$ cat config.mk
export PLATFORM = sky130hd
export DESIGN_NAME = ccs_status_target
export DESIGN_NICKNAME = d
export VERILOG_FILES = /design/src/ccs_pkg.sv /design/src/ccs_status_target.sv /design/src/ccs_status_capture.sv
export SDC_FILE = /design/constraint.sdc
export NUM_CORES = 1
export LEC_CHECK = 0
export BUFFER_PORTS_ARGS = -buffer_cell sky130_fd_sc_hd__buf_4
export CORE_MARGIN = 8
export CORE_UTILIZATION = 35
export DETAILED_ROUTE_END_ITERATION = 8
export PLACE_DENSITY_LB_ADDON = 0.08
export SYNTH_ARGS = -nofsm -noshare
export SYNTH_HDL_FRONTEND = slang
export SYNTH_HIERARCHICAL = 1
export SYNTH_SLANG_ARGS = --single-unit
$ cat constraint.sdc
create_clock -name CLK -period 4.75 [get_ports CLK]
set_clock_uncertainty 0.1 [all_clocks]
set_input_delay 0.475 -clock CLK [delete_from_list [all_inputs] [get_ports CLK]]
set_output_delay 0.475 -clock CLK [all_outputs]
set_load 0.005 [all_outputs]
$ cat src/ccs_pkg.sv
/*
 * Shared constants and types of the charger status register pair:
 * target address, register offsets, bit positions, reset value,
 * the live condition bundle and the serial target states.
 * Assumes nothing beyond a SystemVerilog compiler.
 */
`default_nettype none
package ccs_pkg;

	// 7-bit serial target address
	localparam logic [6:0] CCS_TARGET_ADDR = 7'h6B;

	// register offsets
	localparam logic [7:0] CCS_LIVE_OFS = 8'h00;
	localparam logic [7:0] CCS_FAULT_OFS = 8'h01;

	// charger_live_status bit positions
	localparam int CCS_LIVE_RSVD_BIT = 7;
	localparam int CCS_TAPER_BIT = 6;
	localparam int CCS_DONE_BIT = 5;
	localparam int CCS_ILIM_BIT = 4;
	localparam int CCS_PPATH_BIT = 3;
	localparam int CCS_VREG_BIT = 2;
	localparam int CCS_THERM_BIT = 1;
	localparam int CCS_PGOOD_BIT = 0;

	// fault_thermal_status bit positions
	localparam int CCS_OVERV_BIT = 7;
	localparam int CCS_FAULT_RSVD_BIT = 6;
	localparam int CCS_OVERC_BIT = 5;
	localparam int CCS_UNDERV_BIT = 4;
	localparam int CCS_COLD_BIT = 3;
	localparam int CCS_COOL_BIT = 2;
	localparam int CCS_WARM_BIT = 1;
	localparam int CCS_HOT_BIT = 0;

	// value of both status bytes after reset, of reserved bits, of unmapped reads
	localparam logic [7:0] CCS_STATUS_RESET = 8'h00;
	localparam logic CCS_RSVD_VALUE = 1'b0;
	localparam logic [7:0] CCS_UNMAPPED_DATA = 8'h00;

	// ack level driven on the data line
	localparam logic CCS_SDA_LOW = 1'b0;

	// live comparator and charger-state signals from the analogue core
	typedef struct packed {
		logic taper_mode_active;
		logic charge_done_active;
		logic input_current_limit_active;
		logic power_path_regulation_active;
		logic input_voltage_regulation_active;
		logic thermal_regulation_active;
		logic vin_above_undervoltage;
		logic vin_above_bat_sleep;
		logic vin_below_overvoltage;
		logic input_overvoltage_active;
		logic battery_overcurrent_active;
		logic battery_undervoltage_active;
		logic ts_above_cold;
		logic ts_above_cool;
		logic ts_below_warm;
		logic ts_below_hot;
	} ccs_cond_s;

	typedef enum logic [3:0] {
		CCS_IDLE,
		CCS_ADDR,
		CCS_ADDR_ACK,
		CCS_PTR,
		CCS_PTR_ACK,
		CCS_WDATA,
		CCS_WDATA_ACK,
		CCS_RDATA,
		CCS_RD_ACK
	} ccs_state_e;

endpackage
`default_nettype wire

$ cat src/ccs_status_target.sv
/*
 * Serial (two-wire) target that serves the charger status register
 * pair: address match, register pointer, auto-incrementing reads,
 * writes acknowledged and discarded.
 * Assumes SCL and SDA_I are synchronous to CLK and that each SCL
 * high and low phase spans at least four CLK periods.
 */
// What this block does
// - power good when above lockouts, below overvoltage
// - live bit 6 follows taper mode
// - live bit 5 follows charge done
// - live bit 4 follows input current limit
// - live bit 3 follows power-path current reduction
// - live bit 2 follows input voltage regulation
// - live bit 1 follows thermal regulation
// - fault bit 7 follows input overvoltage
// - fault bit 5 follows battery overcurrent
// - fault bit 4 high when battery undervoltage
// - fault bits 3 and 0 cold, hot regions
// - fault bit 2 thermistor cool region
// - fault bit 1 thermistor warm region
// - live status at 0x0, read-only, bit7 reserved
// - fault status at 0x1, read-only, bit6 reserved
// - answer at seven-bit target address 0x6B
`timescale 1ns/10ps
`default_nettype none
module ccs_status_target
	import ccs_pkg::*;
(
	input wire logic CLK,
	input wire logic RSTN,
	input wire logic SCL,
	input wire logic SDA_I,
	output logic SDA_O,
	output logic SDA_OE,
	input wire ccs_cond_s COND
);

	ccs_state_e state;
	logic scl_q;
	logic scl_prev;
	logic sda_q;
	logic sda_prev;
	logic [2:0] bit_cnt;
	logic ack_phase;
	logic rd_dir;
	logic [7:0] rx_shift;
	logic [7:0] tx_shift;
	logic [7:0] reg_ptr;
	logic [7:0] rd_data;

	logic scl_rise;
	logic scl_fall;
	logic bus_start;
	logic bus_stop;
	logic rx_state;
	logic ack_state;
	logic byte_in_done;
	logic ack_start;
	logic ack_end;
	logic [7:0] rx_byte;
	logic addr_match;

	// line sampling and edge history
	always_ff @(posedge CLK) begin
		if (!RSTN) begin
			scl_q <= 1'b1;
			scl_prev <= 1'b1;
			sda_q <= 1'b1;
			sda_prev <= 1'b1;
		end else begin
			scl_q <= SCL;
			scl_prev <= scl_q;
			sda_q <= SDA_I;
			sda_prev <= sda_q;
		end
	end

	assign scl_rise = scl_q & ~scl_prev;
	assign scl_fall = ~scl_q & scl_prev;
	// start and stop are data edges while the clock stays high
	assign bus_start = scl_q & scl_prev & sda_prev & ~sda_q;
	assign bus_stop = scl_q & scl_prev & ~sda_prev & sda_q;

	assign rx_state = (state == CCS_ADDR) || (state == CCS_PTR) || (state == CCS_WDATA);
	assign ack_state = (state == CCS_ADDR_ACK) || (state == CCS_PTR_ACK)
		|| (state == CCS_WDATA_ACK);
	assign byte_in_done = rx_state & scl_rise & (bit_cnt == 3'h7);
	assign ack_start = ack_state & scl_fall & ~ack_phase;
	assign ack_end = ack_state & scl_fall & ack_phase;
	assign rx_byte = {rx_shift[6:0], sda_q};
	assign addr_match = (rx_byte[7:1] == CCS_TARGET_ADDR);

	// transaction sequencing
	always_ff @(posedge CLK) begin
		if (!RSTN) begin
			state <= CCS_IDLE;
		end else if (bus_start) begin
			state <= CCS_ADDR;
		end else if (bus_stop) begin
			state <= CCS_IDLE;
		end else begin
			unique case (state)
				CCS_IDLE: begin
					state <= CCS_IDLE;
				end
				CCS_ADDR: begin
					if (byte_in_done) begin
						// other targets' traffic is ignored until the next start
						state <= addr_match ? CCS_ADDR_ACK : CCS_IDLE;
					end
				end
				CCS_ADDR_ACK: begin
					if (ack_end) begin
						state <= rd_dir ? CCS_RDATA : CCS_PTR;
					end
				end
				CCS_PTR: begin
					if (byte_in_done) begin
						state <= CCS_PTR_ACK;
					end
				end
				CCS_PTR_ACK: begin
					if (ack_end) begin
						state <= CCS_WDATA;
					end
				end
				CCS_WDATA: begin
					if (byte_in_done) begin
						state <= CCS_WDATA_ACK;
					end
				end
				CCS_WDATA_ACK: begin
					if (ack_end) begin
						state <= CCS_WDATA;
					end
				end
				CCS_RDATA: begin
					if (scl_fall && bit_cnt == 3'h7) begin
						state <= CCS_RD_ACK;
					end
				end
				CCS_RD_ACK: begin
					if (scl_rise && sda_q) begin
						// not acknowledged: the host ends the read
						state <= CCS_IDLE;
					end else if (scl_fall && ack_phase) begin
						state <= CCS_RDATA;
					end
				end
			endcase
		end
	end

	// bit counting, both directions
	always_ff @(posedge CLK) begin
		if (!RSTN) begin
			bit_cnt <= 3'h0;
		end else if (bus_start || bus_stop) begin
			bit_cnt <= 3'h0;
		end else if (rx_state && scl_rise) begin
			bit_cnt <= bit_cnt + 3'h1;
		end else if (state == CCS_RDATA && scl_fall) begin
			bit_cnt <= bit_cnt + 3'h1;
		end
	end

	// ack slot tracking: set when a target ack slot opens or a host ack is sampled, cleared when the slot closes
	always_ff @(posedge CLK) begin
		if (!RSTN) begin
			ack_phase <= 1'b0;
		end else if (bus_start || bus_stop) begin
			ack_phase <= 1'b0;
		end else if (ack_start) begin
			ack_phase <= 1'b1;
		end else if (ack_end) begin
			ack_phase <= 1'b0;
		end else if (state == CCS_RD_ACK && scl_rise && !sda_q) begin
			ack_phase <= 1'b1;
		end else if (state == CCS_RD_ACK && scl_fall && ack_phase) begin
			ack_phase <= 1'b0;
		end
	end

	// incoming bits
	always_ff @(posedge CLK) begin
		if (!RSTN) begin
			rx_shift <= 8'h00;
		end else if (rx_state && scl_rise) begin
			rx_shift <= rx_byte;
		end
	end

	// direction bit of the address byte
	always_ff @(posedge CLK) begin
		if (!RSTN) begin
			rd_dir <= 1'b0;
		end else if (state == CCS_ADDR && byte_in_done) begin
			rd_dir <= sda_q;
		end
	end

	// register pointer; status is read-only so written bytes only advance it
	always_ff @(posedge CLK) begin
		if (!RSTN) begin
			reg_ptr <= CCS_LIVE_OFS;
		end else if (state == CCS_PTR && byte_in_done) begin
			reg_ptr <= rx_byte;
		end else if (state == CCS_WDATA && byte_in_done) begin
			reg_ptr <= reg_ptr + 8'h01;
		end else if (state == CCS_RD_ACK && scl_rise) begin
			reg_ptr <= reg_ptr + 8'h01;
		end
	end

	// outgoing byte, loaded when its first bit goes out
	always_ff @(posedge CLK) begin
		if (!RSTN) begin
			tx_shift <= 8'h00;
		end else if (state == CCS_ADDR_ACK && ack_end && rd_dir) begin
			tx_shift <= rd_data;
		end else if (state == CCS_RD_ACK && scl_fall && ack_phase) begin
			tx_shift <= rd_data;
		end else if (state == CCS_RDATA && scl_fall) begin
			tx_shift <= {tx_shift[6:0], 1'b0};
		end
	end

	// data line drive: the line is only ever pulled low, never driven high
	always_ff @(posedge CLK) begin
		if (!RSTN) begin
			SDA_OE <= 1'b0;
		end else if (bus_start || bus_stop) begin
			SDA_OE <= 1'b0;
		end else begin
			unique case (state)
				CCS_ADDR_ACK, CCS_PTR_ACK, CCS_WDATA_ACK: begin
					if (ack_start) begin
						SDA_OE <= 1'b1;
					end else if (ack_end) begin
						SDA_OE <= (state == CCS_ADDR_ACK) && rd_dir && !rd_data[7];
					end
				end
				CCS_RDATA: begin
					if (scl_fall) begin
						SDA_OE <= (bit_cnt != 3'h7) && !tx_shift[6];
					end
				end
				CCS_RD_ACK: begin
					if (scl_fall && ack_phase) begin
						SDA_OE <= !rd_data[7];
					end
				end
				CCS_IDLE, CCS_ADDR, CCS_PTR, CCS_WDATA: begin
					SDA_OE <= 1'b0;
				end
			endcase
		end
	end

	always_ff @(posedge CLK) begin
		if (!RSTN) begin
			SDA_O <= CCS_SDA_LOW;
		end else begin
			SDA_O <= CCS_SDA_LOW;
		end
	end

	ccs_status_capture u_capture (
		.clk(CLK),
		.rst_n(RSTN),
		.cond(COND),
		.rd_ptr(reg_ptr),
		.rd_data(rd_data)
	);

endmodule
`default_nettype wire

$ cat src/ccs_status_capture.sv
/*
 * Samples the live charger conditions into the two read-only status
 * bytes every clock and presents the byte addressed by the register
 * pointer on a registered read port.
 * Assumes the condition inputs are synchronous to clk.
 */
`timescale 1ns/10ps
`default_nettype none
module ccs_status_capture
	import ccs_pkg::*;
(
	input wire logic clk,
	input wire logic rst_n,
	input wire ccs_cond_s cond,
	input wire logic [7:0] rd_ptr,
	output logic [7:0] rd_data
);

	logic [7:0] live;
	logic [7:0] fault;

	always_ff @(posedge clk) begin
		if (!rst_n) begin
			live <= CCS_STATUS_RESET;
		end else begin
			live[CCS_LIVE_RSVD_BIT] <= CCS_RSVD_VALUE;
			live[CCS_TAPER_BIT] <= cond.taper_mode_active;
			live[CCS_DONE_BIT] <= cond.charge_done_active;
			live[CCS_ILIM_BIT] <= cond.input_current_limit_active;
			live[CCS_PPATH_BIT] <= cond.power_path_regulation_active;
			live[CCS_VREG_BIT] <= cond.input_voltage_regulation_active;
			live[CCS_THERM_BIT] <= cond.thermal_regulation_active;
			live[CCS_PGOOD_BIT] <= cond.vin_above_undervoltage & cond.vin_above_bat_sleep
				& cond.vin_below_overvoltage;
		end
	end

	// regions come from threshold comparators; cold masks cool and hot masks warm
	always_ff @(posedge clk) begin
		if (!rst_n) begin
			fault <= CCS_STATUS_RESET;
		end else begin
			fault[CCS_OVERV_BIT] <= cond.input_overvoltage_active;
			fault[CCS_FAULT_RSVD_BIT] <= CCS_RSVD_VALUE;
			fault[CCS_OVERC_BIT] <= cond.battery_overcurrent_active;
			fault[CCS_UNDERV_BIT] <= cond.battery_undervoltage_active;
			fault[CCS_COLD_BIT] <= cond.ts_above_cold;
			fault[CCS_COOL_BIT] <= cond.ts_above_cool & ~cond.ts_above_cold;
			fault[CCS_WARM_BIT] <= cond.ts_below_warm & ~cond.ts_below_hot;
			fault[CCS_HOT_BIT] <= cond.ts_below_hot;
		end
	end

	// a read only selects, it never disturbs the sampled bits
	always_ff @(posedge clk) begin
		if (!rst_n) begin
			rd_data <= CCS_UNMAPPED_DATA;
		end else if (rd_ptr == CCS_LIVE_OFS) begin
			rd_data <= live;
		end else if (rd_ptr == CCS_FAULT_OFS) begin
			rd_data <= fault;
		end else begin
			rd_data <= CCS_UNMAPPED_DATA;
		end
	end

endmodule
`default_nettype wire

==> Word level (Yosys, flattened, before mapping) <==
Index checks and enable logic that the tools add are counted.
W data, S select, Z words.
{ "op_classes": {"n_eq_ne": 29, "mux": 32, "n_reduce_logical": 39, "add_sub_neg": 2, "n_bitwise": 24} }
{ "ops": {"columns": ["op", "count"], "rows": [
  ["$mux W8", 5],
  ["$mux W4", 8],
  ["$pmux W4 S8", 1],
  ["$mux W7", 3],
  ["$ne A4 B4 Y1 const B", 5],
  ["$logic_and A1 B1 Y1", 17],
  ["$and A1 B1 Y1", 16],
  ["$eq A4 B3 Y1 const B", 4],
  ["$reduce_and A7 Y1", 2],
  ["$ne A2 B2 Y1 const B", 6],
  ["$mux W1", 10],
  ["$mux W3", 3],
  ["$add A8 B1 Y8 const B", 1],
  ["$eq A4 B2 Y1 const B", 2],
  ["$eq A8 B1 Y1 const B", 1],
  ["$logic_not A8 Y1", 1],
  ["$not A1 Y1", 8],
  ["$eq A7 B7 Y1 const B", 1],
  ["$ne A3 B3 Y1 const B", 2],
  ["$reduce_bool A3 Y1", 2],
  ["$reduce_or A3 Y1", 2],
  ["$logic_or A1 B1 Y1", 5],
  ["$ne A5 B4 Y1 const B", 1],
  ["$eq A4 B1 Y1 const B", 1],
  ["15 further kinds", 19]
]} }
{ "word_totals": {"word_cells": 144, "reg_bits": 60, "output_inout_bits": 2} }

==> Logic depth before layout (Yosys ltp) <==
Gate-level depths: netlist of run 1.
{ "logic_depth": {"word_depth": 9, "depth_mapped": 7, "ltp_nobuf": 6} }

==> By module <==
Netlist of run 1, hierarchy kept.
{ "modules_own_cells": {"columns": ["mod", "seq_area_each_um2", "area_each_um2", "cells_each", "n_inst"], "rows": [
  ["ccs_status_target", 720.7, 2044.5, 242, 1],
  ["ccs_status_capture", 440.4, 735.7, 58, 1]
]} }

==> Worst setup path before layout of run 1 <==
Ideal clock, no wire load.
{ "synth_timing": {"kind": "register -> register", "from": "register state[3]", "to": "register tx_shift[3]", "arrival_ns": 1.470, "required_time_ns": 4.510, "slack_ns": 3.040, "path_stages_with_launch": 8, "path_buffers": 2, "period_less_slack_ns": 1.710, "cell_sequence": "dfxtp_1 > and2b_1 > a21oi_1 > or4_1 > buf_2 > buf_6 > nor2_1 > a211oi_2"} }
{ "synth_via": {"elab_chain_len": 8, "elab_cells_between_ends": 17, "cone_classes": "eq/ne (5); mux (2); bitwise (2); reduce/logical (8)"} }
{ "synth_rtl": {"columns": ["item", "line_no", "source"], "rows": [
  ["start: declaration", "ccs_status_target.sv:39", "ccs_state_e state;"],
  ["start signal: assignment", "ccs_status_target.sv:110", "state <= addr_match ? CCS_ADDR_ACK : CCS_IDLE;"],
  ["start signal: assignment", "ccs_status_target.sv:115", "state <= rd_dir ? CCS_RDATA : CCS_PTR;"],
  ["$eq A4 B2 Y1 or $eq A4 B3 Y1 (tied branches)", "ccs_status_target.sv:86, ccs_status_target.sv:220", null],
  ["$logic_or A1 B1 Y1", "ccs_status_target.sv:86", "assign ack_state = (state == CCS_ADDR_ACK) || (state == CCS_PTR_ACK)"],
  ["$logic_or A1 B1 Y1", "ccs_status_target.sv:87", "|| (state == CCS_WDATA_ACK);"],
  ["$and A1 B1 Y1 (2 in series)", "ccs_status_target.sv:90", "assign ack_end = ack_state & scl_fall & ack_phase;"],
  ["$logic_and A1 B1 Y1 (2 in series)", "ccs_status_target.sv:220", "end else if (state == CCS_ADDR_ACK && ack_end && rd_dir) begin"],
  ["$reduce_bool A3 Y1 (no source line) or $mux W7 (tied branches)", null, null],
  ["end signal: assignment", "ccs_status_target.sv:221", "tx_shift <= rd_data;"],
  ["end signal: assignment", "ccs_status_target.sv:223", "tx_shift <= rd_data;"],
  ["end signal: assignment", "ccs_status_target.sv:225", "tx_shift <= {tx_shift[6:0], 1'b0};"],
  ["end: declaration", "ccs_status_target.sv:48", "logic [7:0] tx_shift;"]
]} }
Parallel ways exist; a longest one is shown, timed or not.
A chain may end at the register's enable or synchronous reset.

==> Worst setup path in the final report of run 1 <==
{ "layout_timing": {"from": "register state[1]", "to": "register tx_shift[6]"} }
The elaborated chain is that of the path after synthesis.

==> results.tsv, run 1 <==
stage	metric	value	unit
status	outcome	completed	
timing	fmax	0.4528	GHz
logic_synthesis	Post-Syn Area	2780	um2
route	initial DRC count	100	
route	WL/cell	14.29	um
finish	area grow syn2layout	13.77	%
clocking	maximum clock insertion buffer count	2	
logic_synthesis	area fraction of the dominant cell type after synthesis	0.4176	
logic_synthesis	Cell variety after synth	55	
logic_synthesis	Most used DFF post-synth	dfxtp_1	
clocking	H-tree levels	3	
floorplan	core area	7727	um2
power_and_ir_drop	P_leak	1.254	nW
power_and_ir_drop	combinational share of power	0.141	
logic_synthesis	dominant cell type by area after synthesis	dfxtp_1	
timing	Rel. slew slack	0.3902	
floorplan	Die X-Extent	105.1	um
worst_setup_path	endpoint type of the worst setup path	flip-flop	
floorplan	die area	11050	um2
logic_synthesis	Syn Inst Count	300	
floorplan	Die Y	105.1	um
placement	gp weighted congestion	0.7885	
route	TritonRoute pass-1 iters	4	
min_path	HP Start	SDA_I	
clocking	CTS root buffer	clkbuf_8	
logic_synthesis	Syn Nets	323	
clocking	post-CTS setup buffers	0	
logic_synthesis	#FFs+latches synth	58	
clocking	Clock transition at path regs	0.07	ns
clocking	CTS tree	built	
clocking	CTS sink count	58	
floorplan	Ports	22	
finish	most frequent cells in the layout	58 x dfxtp_1, 28 x nor2_1, 26 x mux2i_1	
finish	final core occ	0.4093	
floorplan	initial core utilization	0.3598	
flow_run	Max-cap violations	0	
finish	n_diodes	0	
logic_synthesis	Post-synth EDFFs	0	
power_and_ir_drop	Cell Pwr Density	386.9	nW/um2
worst_setup_path	Critical Path RT	4.83	ns
min_path	worst hold path cell count	2	
logic_synthesis	yosys warns	6	
logic_synthesis	syn_area_per_cell	9.267	um2
route	# DRC	0	
timing	Slew Viols, Final	0	
power_and_ir_drop	internal power	0.8809	mW
timing	RSZ-0062 raised after global routing	no	
power_and_ir_drop	Flop pwr share	0.449	
timing	setup TNS	0	ns
timing	Min Clock Period, post-route	2.209	ns
finish	fillcell total	792	
worst_setup_path	reg2reg end	tx_shift[6]	
finish	layout cells sized above 1	0.1804	
global_routing	first-pass GRT wire length	10160	um
worst_setup_path	worst reg2reg path depth	5	
logic_synthesis	register area share after synthesis	0.4176	
global_routing	gr ovfl total	0	
timing	crit share post-route	0.4650	
floorplan	Core Rows	32	
global_routing	largest net degree at the start of global routing	28	
power_and_ir_drop	Switching Share	0.2801	
timing	Final setup violation count	0	
worst_setup_path	Crit Reg-Reg Startpoint	state[1]	
timing	Hold Violations, Final	0	
clocking	CTS buffer count	9	
min_path	Worst Hold Endpoint	sda_q	
power_and_ir_drop	Max VDD drop	143.7	uV
global_routing	All-Layer GR Usage	0.1141	
clocking	clk_lat worst skew	0.33	ns
worst_setup_path	R2R setup slack	2.54	ns
route	DRT antenna net count	0	
global_routing	number of global-route vias before repair	2035	
power_and_ir_drop	P_sw	0.3428	mW
route	vias per inst	5.108	
finish	commonest non-fill, non-tap cell in the layout	dfxtp_1	
route	Vias	2135	
timing	actual slew at the worst max-slew pin	0.9137	ns
worst_setup_path	critical path class	reg2reg	
worst_setup_path	WP data arrival	2.29	ns
worst_setup_path	CP max FO	13	
logic_synthesis	synth top area cells	dfxtp_1 42%, mux2i_1 9.4%, nor2_1 3.8%, a21oi_1 3.4%, nand2_1 2.8%	
placement	hpwl dp	4169	um
finish	Net count, final	334	
route	Post-Route WL	5972	um
min_path	HP Class	in2reg	
placement	port buffer count	20	
power_and_ir_drop	Power, Total	1.224	mW
worst_setup_path	crit start category	flip-flop	
global_routing	initial antenna violation count	0	
power_and_ir_drop	Clock Power Share	0.411	
clocking	cts hold-fix bufs	0	
logic_synthesis	asr flop ratio synth	0	
clocking	cts repair resizes	0	
[stage by stage]
| stage | cell area [um2] | hold slack (ns) | worst slack [ns] | std cells |
|---|---|---|---|---|
| global route | 3163 | 0.2209 | 2.300 | 418 |
| global placement | 2944 | 0.3315 | 2.529 | 402 |
| finish | 3163 | 0.2245 | 2.541 | 418 |
| detailed placement | 2944 | 0.3361 | 2.550 | 402 |
| CTS | 3163 | 0.2045 | 2.552 | 418 |
| floorplan | 2780 | 0.3219 | 3.040 | 300 |
[synthesized netlist by cell type, types with 4 or more instances]
| cell | number |
|---|---|
| nand3_1 | 4 |
| nor3_2 | 7 |
| nand2b_1 | 6 |
| buf_2 | 7 |
| nor2_1 | 28 |
| nand2_1 | 21 |
| a211oi_2 | 6 |
| dfxtp_1 | 58 |
| a21oi_1 | 19 |
| o31ai_1 | 4 |
| o21ai_0 | 8 |
| clkbuf_1 | 7 |
| buf_4 | 4 |
| and2_1 | 11 |
| nor2b_1 | 5 |
| inv_1 | 7 |
| nor3_1 | 7 |
| o32ai_1 | 6 |
| mux2i_1 | 26 |
[worst max-delay path by stage]
| stage | startpoint | end | slack, ns |
|---|---|---|---|
| detailed placement | state[3] | tx_shift[6] | 2.55 |
| floorplan | state[3] | tx_shift[3] | 3.04 |
| global route | scl_prev | tx_shift[1] | 2.30 |
| finish | state[1] | tx_shift[6] | 2.54 |
| global placement | state[1] | tx_shift[5] | 2.53 |
| CTS | state[1] | tx_shift[6] | 2.55 |
[power groups by stage]
stage,combinational (mW),sequential (mW),clock [mW]
5_1_grt,0.193,0.554,0.540
4_1_cts,0.171,0.549,0.517
3_3_place_gp,0.176,0.561,0
3_5_place_dp,0.171,0.559,0
6_report,0.172,0.549,0.502
2_1_floorplan,0.153,0.532,0
[layer usage]
| metal | global-route usage | vias up | wire [um] |
|---|---|---|---|
| met2 | 0.1548 | 44 | 2436 |
| met3 | 0.03378 | 8 | 255 |
| met4 | 0.06932 | 0 | 81 |
| li1 | - | 1099 | - |
| met1 | 0.1543 | 984 | 3199 |
| met5 | 0 | - | 0 |
[state kept, by name, indices dropped and copies added (netlist names), 3 cells and up]
signal	cells
u_capture/rd_data	8
tx_shift	7
reg_ptr	8
u_capture/fault	7
bit_cnt	3
u_capture/live	7
state	4
rx_shift	7
[cell families after synthesis]
logic type / synth area share
AO/OA/AOI/OAI: 0.1656
XOR/XNOR: 0.009453
adder cells (fa/ha/maj): 0.01350
buffers and inverters: 0.05041
flip-flops: 0.4176
multiplexers: 0.09766
other: 0.001349
AND/OR/NAND/NOR: 0.2444
[critical path, cell delays in order, from the launching register on]
cell	delay (ns)
dfxtp_1	0.59
and2b_1	0.22
a21oi_1	0.07
or4_1	0.75
nor2_1	0.26
a211oi_2	0.06
[final cells by class]
class	count	area [um2]	share of cell area
Clock buffer	10	127.6	0.04035
Tap cell	102	127.6	0.04035
Clock inverter	6	91.34	0.02888
Timing Repair Buffer	20	150.1	0.04747
Sequential cell	58	1161	0.3671
Multi-Input combinational cell	215	1479	0.4676
Inverter	7	26.28	0.008307
No activity file was read; power rests on OpenSTA's default activity.
==> inputs of run 2 (changes only) <==
Clock period 4.75 ns to 1.78 ns, I/O delays scaled along.
==> results.tsv, run 2 (same netlist as run 1, synthesis figures left out) <==
stage	metric	value	unit	change
clocking	maximum clock insertion buffer count	2		unchanged
finish	fillcell total	738		-6.8%
worst_setup_path	crit start category	flip-flop		
global_routing	first-pass GRT wire length	11760	um	+16%
placement	gp weighted congestion	0.8158		+3.5%
global_routing	All-Layer GR Usage	0.1293		+0.01524
global_routing	initial antenna violation count	0		unchanged
power_and_ir_drop	Flop pwr share	0.392		-0.057
timing	RSZ-0062 raised after global routing	yes		
floorplan	Die Y	105.1	um	unchanged
clocking	CTS root buffer	clkbuf_8		
timing	fmax	0.5565	GHz	+23%
timing	Min Hold Slack	0.1831	ns	-0.04138 ns
power_and_ir_drop	combinational share of power	0.266		+0.125
power_and_ir_drop	Clock Power Share	0.342		-0.069
timing	Hold Violations, Final	0		unchanged
flow_run	Max-cap violations	0		unchanged
power_and_ir_drop	Power, Total	3.592	mW	+190%
route	initial DRC count	87		-13%
min_path	HP Class	in2reg		
global_routing	number of global-route vias before repair	2472		+21%
route	TritonRoute pass-1 iters	4		unchanged
status	outcome	finished with violations		
finish	Net count, final	404		+21%
finish	area occupied by multi-input gates	1598	um2	+8.0%
floorplan	Ports	22		unchanged
placement	hpwl dp	4824	um	+16%
power_and_ir_drop	P_leak	1.607	nW	+28%
clocking	H-tree levels	3		unchanged
route	vias per inst	4.912		-3.8%
worst_setup_path	Critical Path RT	1.95	ns	-2.88 ns
timing	Rel. slew slack	0.6320		+0.2418
clocking	CTS sink count	58		unchanged
power_and_ir_drop	Cell Pwr Density	928.5	nW/um2	+140%
timing	setup ws final	-0.01706	ns	-2.558 ns
finish	final core occ	0.5006		+0.09132
worst_setup_path	CP max FO	6		-7
worst_setup_path	endpoint type of the worst setup path	flip-flop		
status	failing checks	setup timing		
clocking	CTS buffer count	9		unchanged
power_and_ir_drop	Max VDD drop	361.0	uV	+150%
route	# DRC	0		unchanged
clocking	clk_lat worst skew	0.34	ns	about the same
power_and_ir_drop	Switching Share	0.2982		+0.01808
finish	register area	1167	um2	+0.54%
route	Vias	2397		+12%
placement	port buffer count	20		unchanged
power_and_ir_drop	P_sw	1.071	mW	+210%
finish	biggest regs	reg_ptr x8, u_capture/rd_data x8		
route	Post-Route WL	6894	um	+15%
clocking	CTS tree	built		
finish	layout cells sized above 1	0.3420		+0.1616
power_and_ir_drop	internal power	2.521	mW	+190%
route	WL/cell	14.13	um	-1.1%
floorplan	core area	7727	um2	unchanged
finish	n_diodes	0		unchanged
finish	commonest non-fill, non-tap cell in the layout	buf_4		
timing	Min Clock Period, post-route	1.797	ns	-0.4116 ns
floorplan	Die X-Extent	105.1	um	unchanged
global_routing	largest net degree at the start of global routing	27		-3.6%
worst_setup_path	WP data arrival	1.97	ns	-0.32 ns
timing	crit share post-route	1.010		+0.5446
floorplan	initial core utilization	0.3598		unchanged
clocking	Clock transition at path regs	0.08	ns	about the same
timing	Final setup violation count	4		+4
finish	most frequent cells in the layout	68 x buf_4, 53 x dfxtp_1, 28 x nor2_1		
global_routing	gr ovfl total	0		unchanged
route	DRT antenna net count	0		unchanged
finish	area grow syn2layout	39.15	%	
worst_setup_path	critical path class	reg2reg		
timing	actual slew at the worst max-slew pin	0.5443	ns	-0.3693 ns
floorplan	die area	11050	um2	unchanged
timing	Slew Viols, Final	0		unchanged
floorplan	Core Rows	32		unchanged
-- run 2: cell types whose count changed in the layout (fill, tap and decap cells not counted), sizes merged --
cell         previous run  this run
bufinv                  2         1
clkinvlp                3         4
dlygate4sd3             0        17
clkbuf                 10         9
inv                     7         9
clkinv                  1         0
buf                    20        73
-- run 2: final timing paths --
kind                                    startpoint                   end  slack (ns)  cells after the start
worst min-delay path                          RSTN                 sda_q        0.18                      3
worst max-delay path                      state[3]              state[0]       -0.02                      6
worst max register to register            state[3]              state[0]       -0.02                      6
worst min register to register  u_capture/fault[7]  u_capture/rd_data[7]        0.34                      2
-- run 2: layout make-up --
cell class / count / share of cell area
multi-input combinational: 215 / 0.4130
sequential: 58 / 0.3017
timing repair buffer: 90 / 0.1934
tap: 102 / 0.03299
clock buffer: 9 / 0.03202
clock inverter: 7 / 0.02005
inverter: 7 / 0.006792
-- run 2: critical path: stages, from the launching register on --
cell,delay [ns]
dfxtp_2,0.39
and2b_2,0.20
nor3b_4,0.32
buf_4,0.18
nor3_2,0.03
or3_1,0.34
a21oi_1,0.16
-- run 2: power groups by stage --
stage	Sequential, mW	Clock, mW	Combinational (mW)
after global routing	1.42	1.33	1.04
after global placement	1.43	0	0.736
final	1.41	1.23	0.955
after CTS	1.40	1.28	0.807
after floorplan	1.42	0	0.409
after detailed placement	1.43	0	0.732
-- run 2: repair_timing --
item                       4_1_cts  5_1_grt
gates resized for setup          9       22
cloned                           0        1
hold endpoints to repair        16        0
setup endpoints to repair       17       23
pin swaps                        0        9
hold buffers                    17        0
buffers inserted                 1        6
-- run 2: metrics by stage --
step / worst slack, ns / TNS (ns) / instances / instance area [um2]
3_3_place_gp: -0.06901 / -0.2040 / 448 / 3314
4_1_cts: 0.003145 / 0 / 482 / 3720
5_1_grt: -0.1072 / -0.5140 / 488 / 3869
3_5_place_dp: -0.1112 / -0.2763 / 448 / 3314
2_1_floorplan: 0.07030 / 0 / 300 / 2780
6_report: -0.01706 / -0.03359 / 488 / 3869
-- run 2: per-layer routing --
layer / global-route usage / routed length (um)
met1: 0.1664 / 3445
met2: 0.2018 / 3146
met3: 0.02703 / 190
met4: 0.06116 / 112
met5: 0 / 0
==> inputs of run 3 (changes only) <==
Settings changed: CAP_MARGIN set to 20, CORE_UTILIZATION 35 to 53, PLACE_DENSITY set to 0.72, PLACE_DENSITY_LB_ADDON 0.08 to not set.
==> results.tsv, run 3 (same netlist as run 1, synthesis figures left out) <==
stage	metric	value	unit	change
worst_setup_path	critical path class	reg2reg		
global_routing	All-Layer GR Usage	0.1821		+0.05272
power_and_ir_drop	internal power	2.323	mW	-7.8%
finish	area occupied by multi-input gates	1600	um2	+0.16%
global_routing	largest net degree at the start of global routing	24		-11%
finish	Net count, final	394		-2.5%
global_routing	initial antenna violation count	0		unchanged
worst_setup_path	Critical Path RT	1.90	ns	-0.05 ns
finish	non-filler cells, final	445		-8.8%
placement	placed inst area	3214	um2	-3.0%
timing	crit share post-route	0.9747		-0.03484
finish	final instance area	3730	um2	-3.6%
global_routing	first-pass GRT wire length	10980	um	-6.6%
floorplan	Die X-Extent	88.43	um	-16%
power_and_ir_drop	Switching Share	0.2841		-0.01411
route	Vias	2422		+1.0%
route	vias per inst	5.443		+11%
finish	area grow syn2layout	34.16	%	
power_and_ir_drop	combinational share of power	0.241		-0.025
global_routing	number of global-route vias before repair	2356		-4.7%
floorplan	core area	5075	um2	-34%
clocking	Clock transition at path regs	0.06	ns	-0.02 ns
clocking	maximum clock insertion buffer count	2		unchanged
floorplan	initial core utilization	0.5478		+0.1881
clocking	CTS buffer count	9		unchanged
power_and_ir_drop	P_sw	0.9219	mW	-14%
worst_setup_path	endpoint type of the worst setup path	flip-flop		
power_and_ir_drop	P_leak	1.541	nW	-4.1%
worst_setup_path	critical path cell sequence	nand3b_1 -> a31oi_2 -> a211oi_1 -> buf_4 -> or2_1 -> o221a_2		
finish	n_diodes	0		unchanged
placement	dpl cells	408		-8.9%
worst_setup_path	slowest cell on the critical path	dfxtp_2		
worst_setup_path	CP max FO	5		-1
power_and_ir_drop	Flop pwr share	0.433		+0.041
placement	hpwl dp	4367	um	-9.5%
power_and_ir_drop	Max VDD drop	574.9	uV	+59%
worst_setup_path	critical path buffer and inverter count	1		unchanged
min_path	HP Class	reg2reg		
route	DRT antenna net count	0		unchanged
worst_setup_path	WP data arrival	1.85	ns	-0.12 ns
route	TritonRoute pass-1 iters	4		unchanged
clocking	CTS sink count	58		unchanged
finish	commonest non-fill, non-tap cell in the layout	buf_4		
worst_setup_path	largest stage delay on the critical path	0.35	ns	-0.04 ns
power_and_ir_drop	Cell Pwr Density	870.0	nW/um2	-6.3%
finish	final core occ	0.7350		+0.2343
finish	biggest regs	reg_ptr x8, u_capture/rd_data x8		
power_and_ir_drop	Power, Total	3.245	mW	-9.7%
finish	most frequent cells in the layout	56 x buf_4, 53 x dfxtp_1, 26 x mux2i_1		
clocking	H-tree levels	3		unchanged
power_and_ir_drop	Clock Power Share	0.326		-0.016
status	outcome	completed		
finish	fillcell total	366		-50%
placement	port buffer count	20		unchanged
timing	Min Hold Slack	0.3409	ns	+0.1577 ns
worst_setup_path	CP delay by family, top	compound AO/OA/AOI/OAI gates		
clocking	clk_lat worst skew	0.33	ns	about the same
floorplan	die area	7819	um2	-29%
worst_setup_path	crit start category	flip-flop		
placement	Setup WS pre-CTS	-0.09162	ns	+0.01957 ns
clocking	CTS root buffer	clkbuf_8		
route	initial DRC count	141		+62%
timing	Slew Viols, Final	0		unchanged
global_routing	gr ovfl total	0		unchanged
timing	fmax	0.5764	GHz	+3.6%
timing	setup ws final	0.04496	ns	+0.06202 ns
floorplan	Die Y	88.43	um	-16%
timing	setup TNS	0	ns	+0.03359 ns
timing	actual slew at the worst max-slew pin	0.6212	ns	+0.07689 ns
timing	Min Clock Period, post-route	1.735	ns	-0.06202 ns
placement	gp weighted congestion	0.8853		+8.5%
flow_run	Max-cap violations	0		unchanged
route	Post-Route WL	6632	um	-3.8%
timing	Rel. slew slack	0.5831		-0.04892
route	# DRC	0		unchanged
clocking	CTS tree	built		
floorplan	Ports	22		unchanged
route	WL/cell	14.90	um	+5.5%
finish	layout cells sized above 1	0.3280		-0.01397
floorplan	Core Rows	26		-19%
timing	RSZ-0062 raised after global routing	yes		
timing	Final setup violation count	0		-4
finish	register area	1167	um2	unchanged
timing	Hold Violations, Final	0		unchanged
-- run 3: changes by cell type in the layout (fill, tap and decap cells not counted), sizes merged, moves of 2 or more --
| cell | delta |
|---|---|
| clkbuf | +4 |
| inv | -2 |
| dlygate4sd3 | +2 |
| buf | -13 |
| clkinvlp | -3 |
-- run 3: routing by layer --
| layer | share of wire | wire (um) | GRT usage | vias to the layer above |
|---|---|---|---|---|
| li1 | - | - | - | 1216 |
| met1 | 0.46 | 3018 | 0.2225 | 1132 |
| met2 | 0.48 | 3181 | 0.2858 | 61 |
| met3 | 0.042 | 278 | 0.05292 | 13 |
| met4 | 0.023 | 153 | 0.08756 | 0 |
| met5 | 0 | 0 | 0 | - |
-- run 3: layout make-up --
class                      instances  area share
tap                               70     0.02348
sequential                        58      0.3130
multi-input combinational        216      0.4290
clock buffer                      13     0.04260
clock inverter                     2    0.003355
inverter                           7    0.007045
timing repair buffer              79      0.1815
-- run 3: power by group through the flow --
stage / combinational (mW) / sequential [mW] / clock [mW]
6_report: 0.781 / 1.40 / 1.06
5_1_grt: 0.851 / 1.41 / 1.14
4_1_cts: 0.730 / 1.40 / 1.09
3_5_place_dp: 0.690 / 1.43 / 0
3_3_place_gp: 0.688 / 1.42 / 0
2_1_floorplan: 0.409 / 1.42 / 0
-- run 3: worst min-delay path, stage by stage (launching register included) --
cell     delay, ns
dfxtp_1       0.30
nand2_1       0.07
nor3_2        0.04
-- run 3: final timing paths --
| path | startpoint | cells past startpoint | to | slack (ns) |
|---|---|---|---|---|
| setup / recovery | scl_prev | 6 | state[1] | 0.04 |
| hold / removal | u_capture/fault[7] | 2 | u_capture/rd_data[7] | 0.34 |
| setup reg to reg | scl_prev | 6 | state[1] | 0.04 |
| hold reg to reg | u_capture/fault[7] | 2 | u_capture/rd_data[7] | 0.34 |
-- run 3: repair_timing --
action | 4_1_cts | 5_1_grt
buffers inserted | 0 | 2
hold buffers | 19 | 0
endpoints found under the setup margin | 15 | 26
gates cloned | 0 | 1
hold endpoints to repair | 18 | 0
resized for setup | 6 | 30
pin swaps | 0 | 3
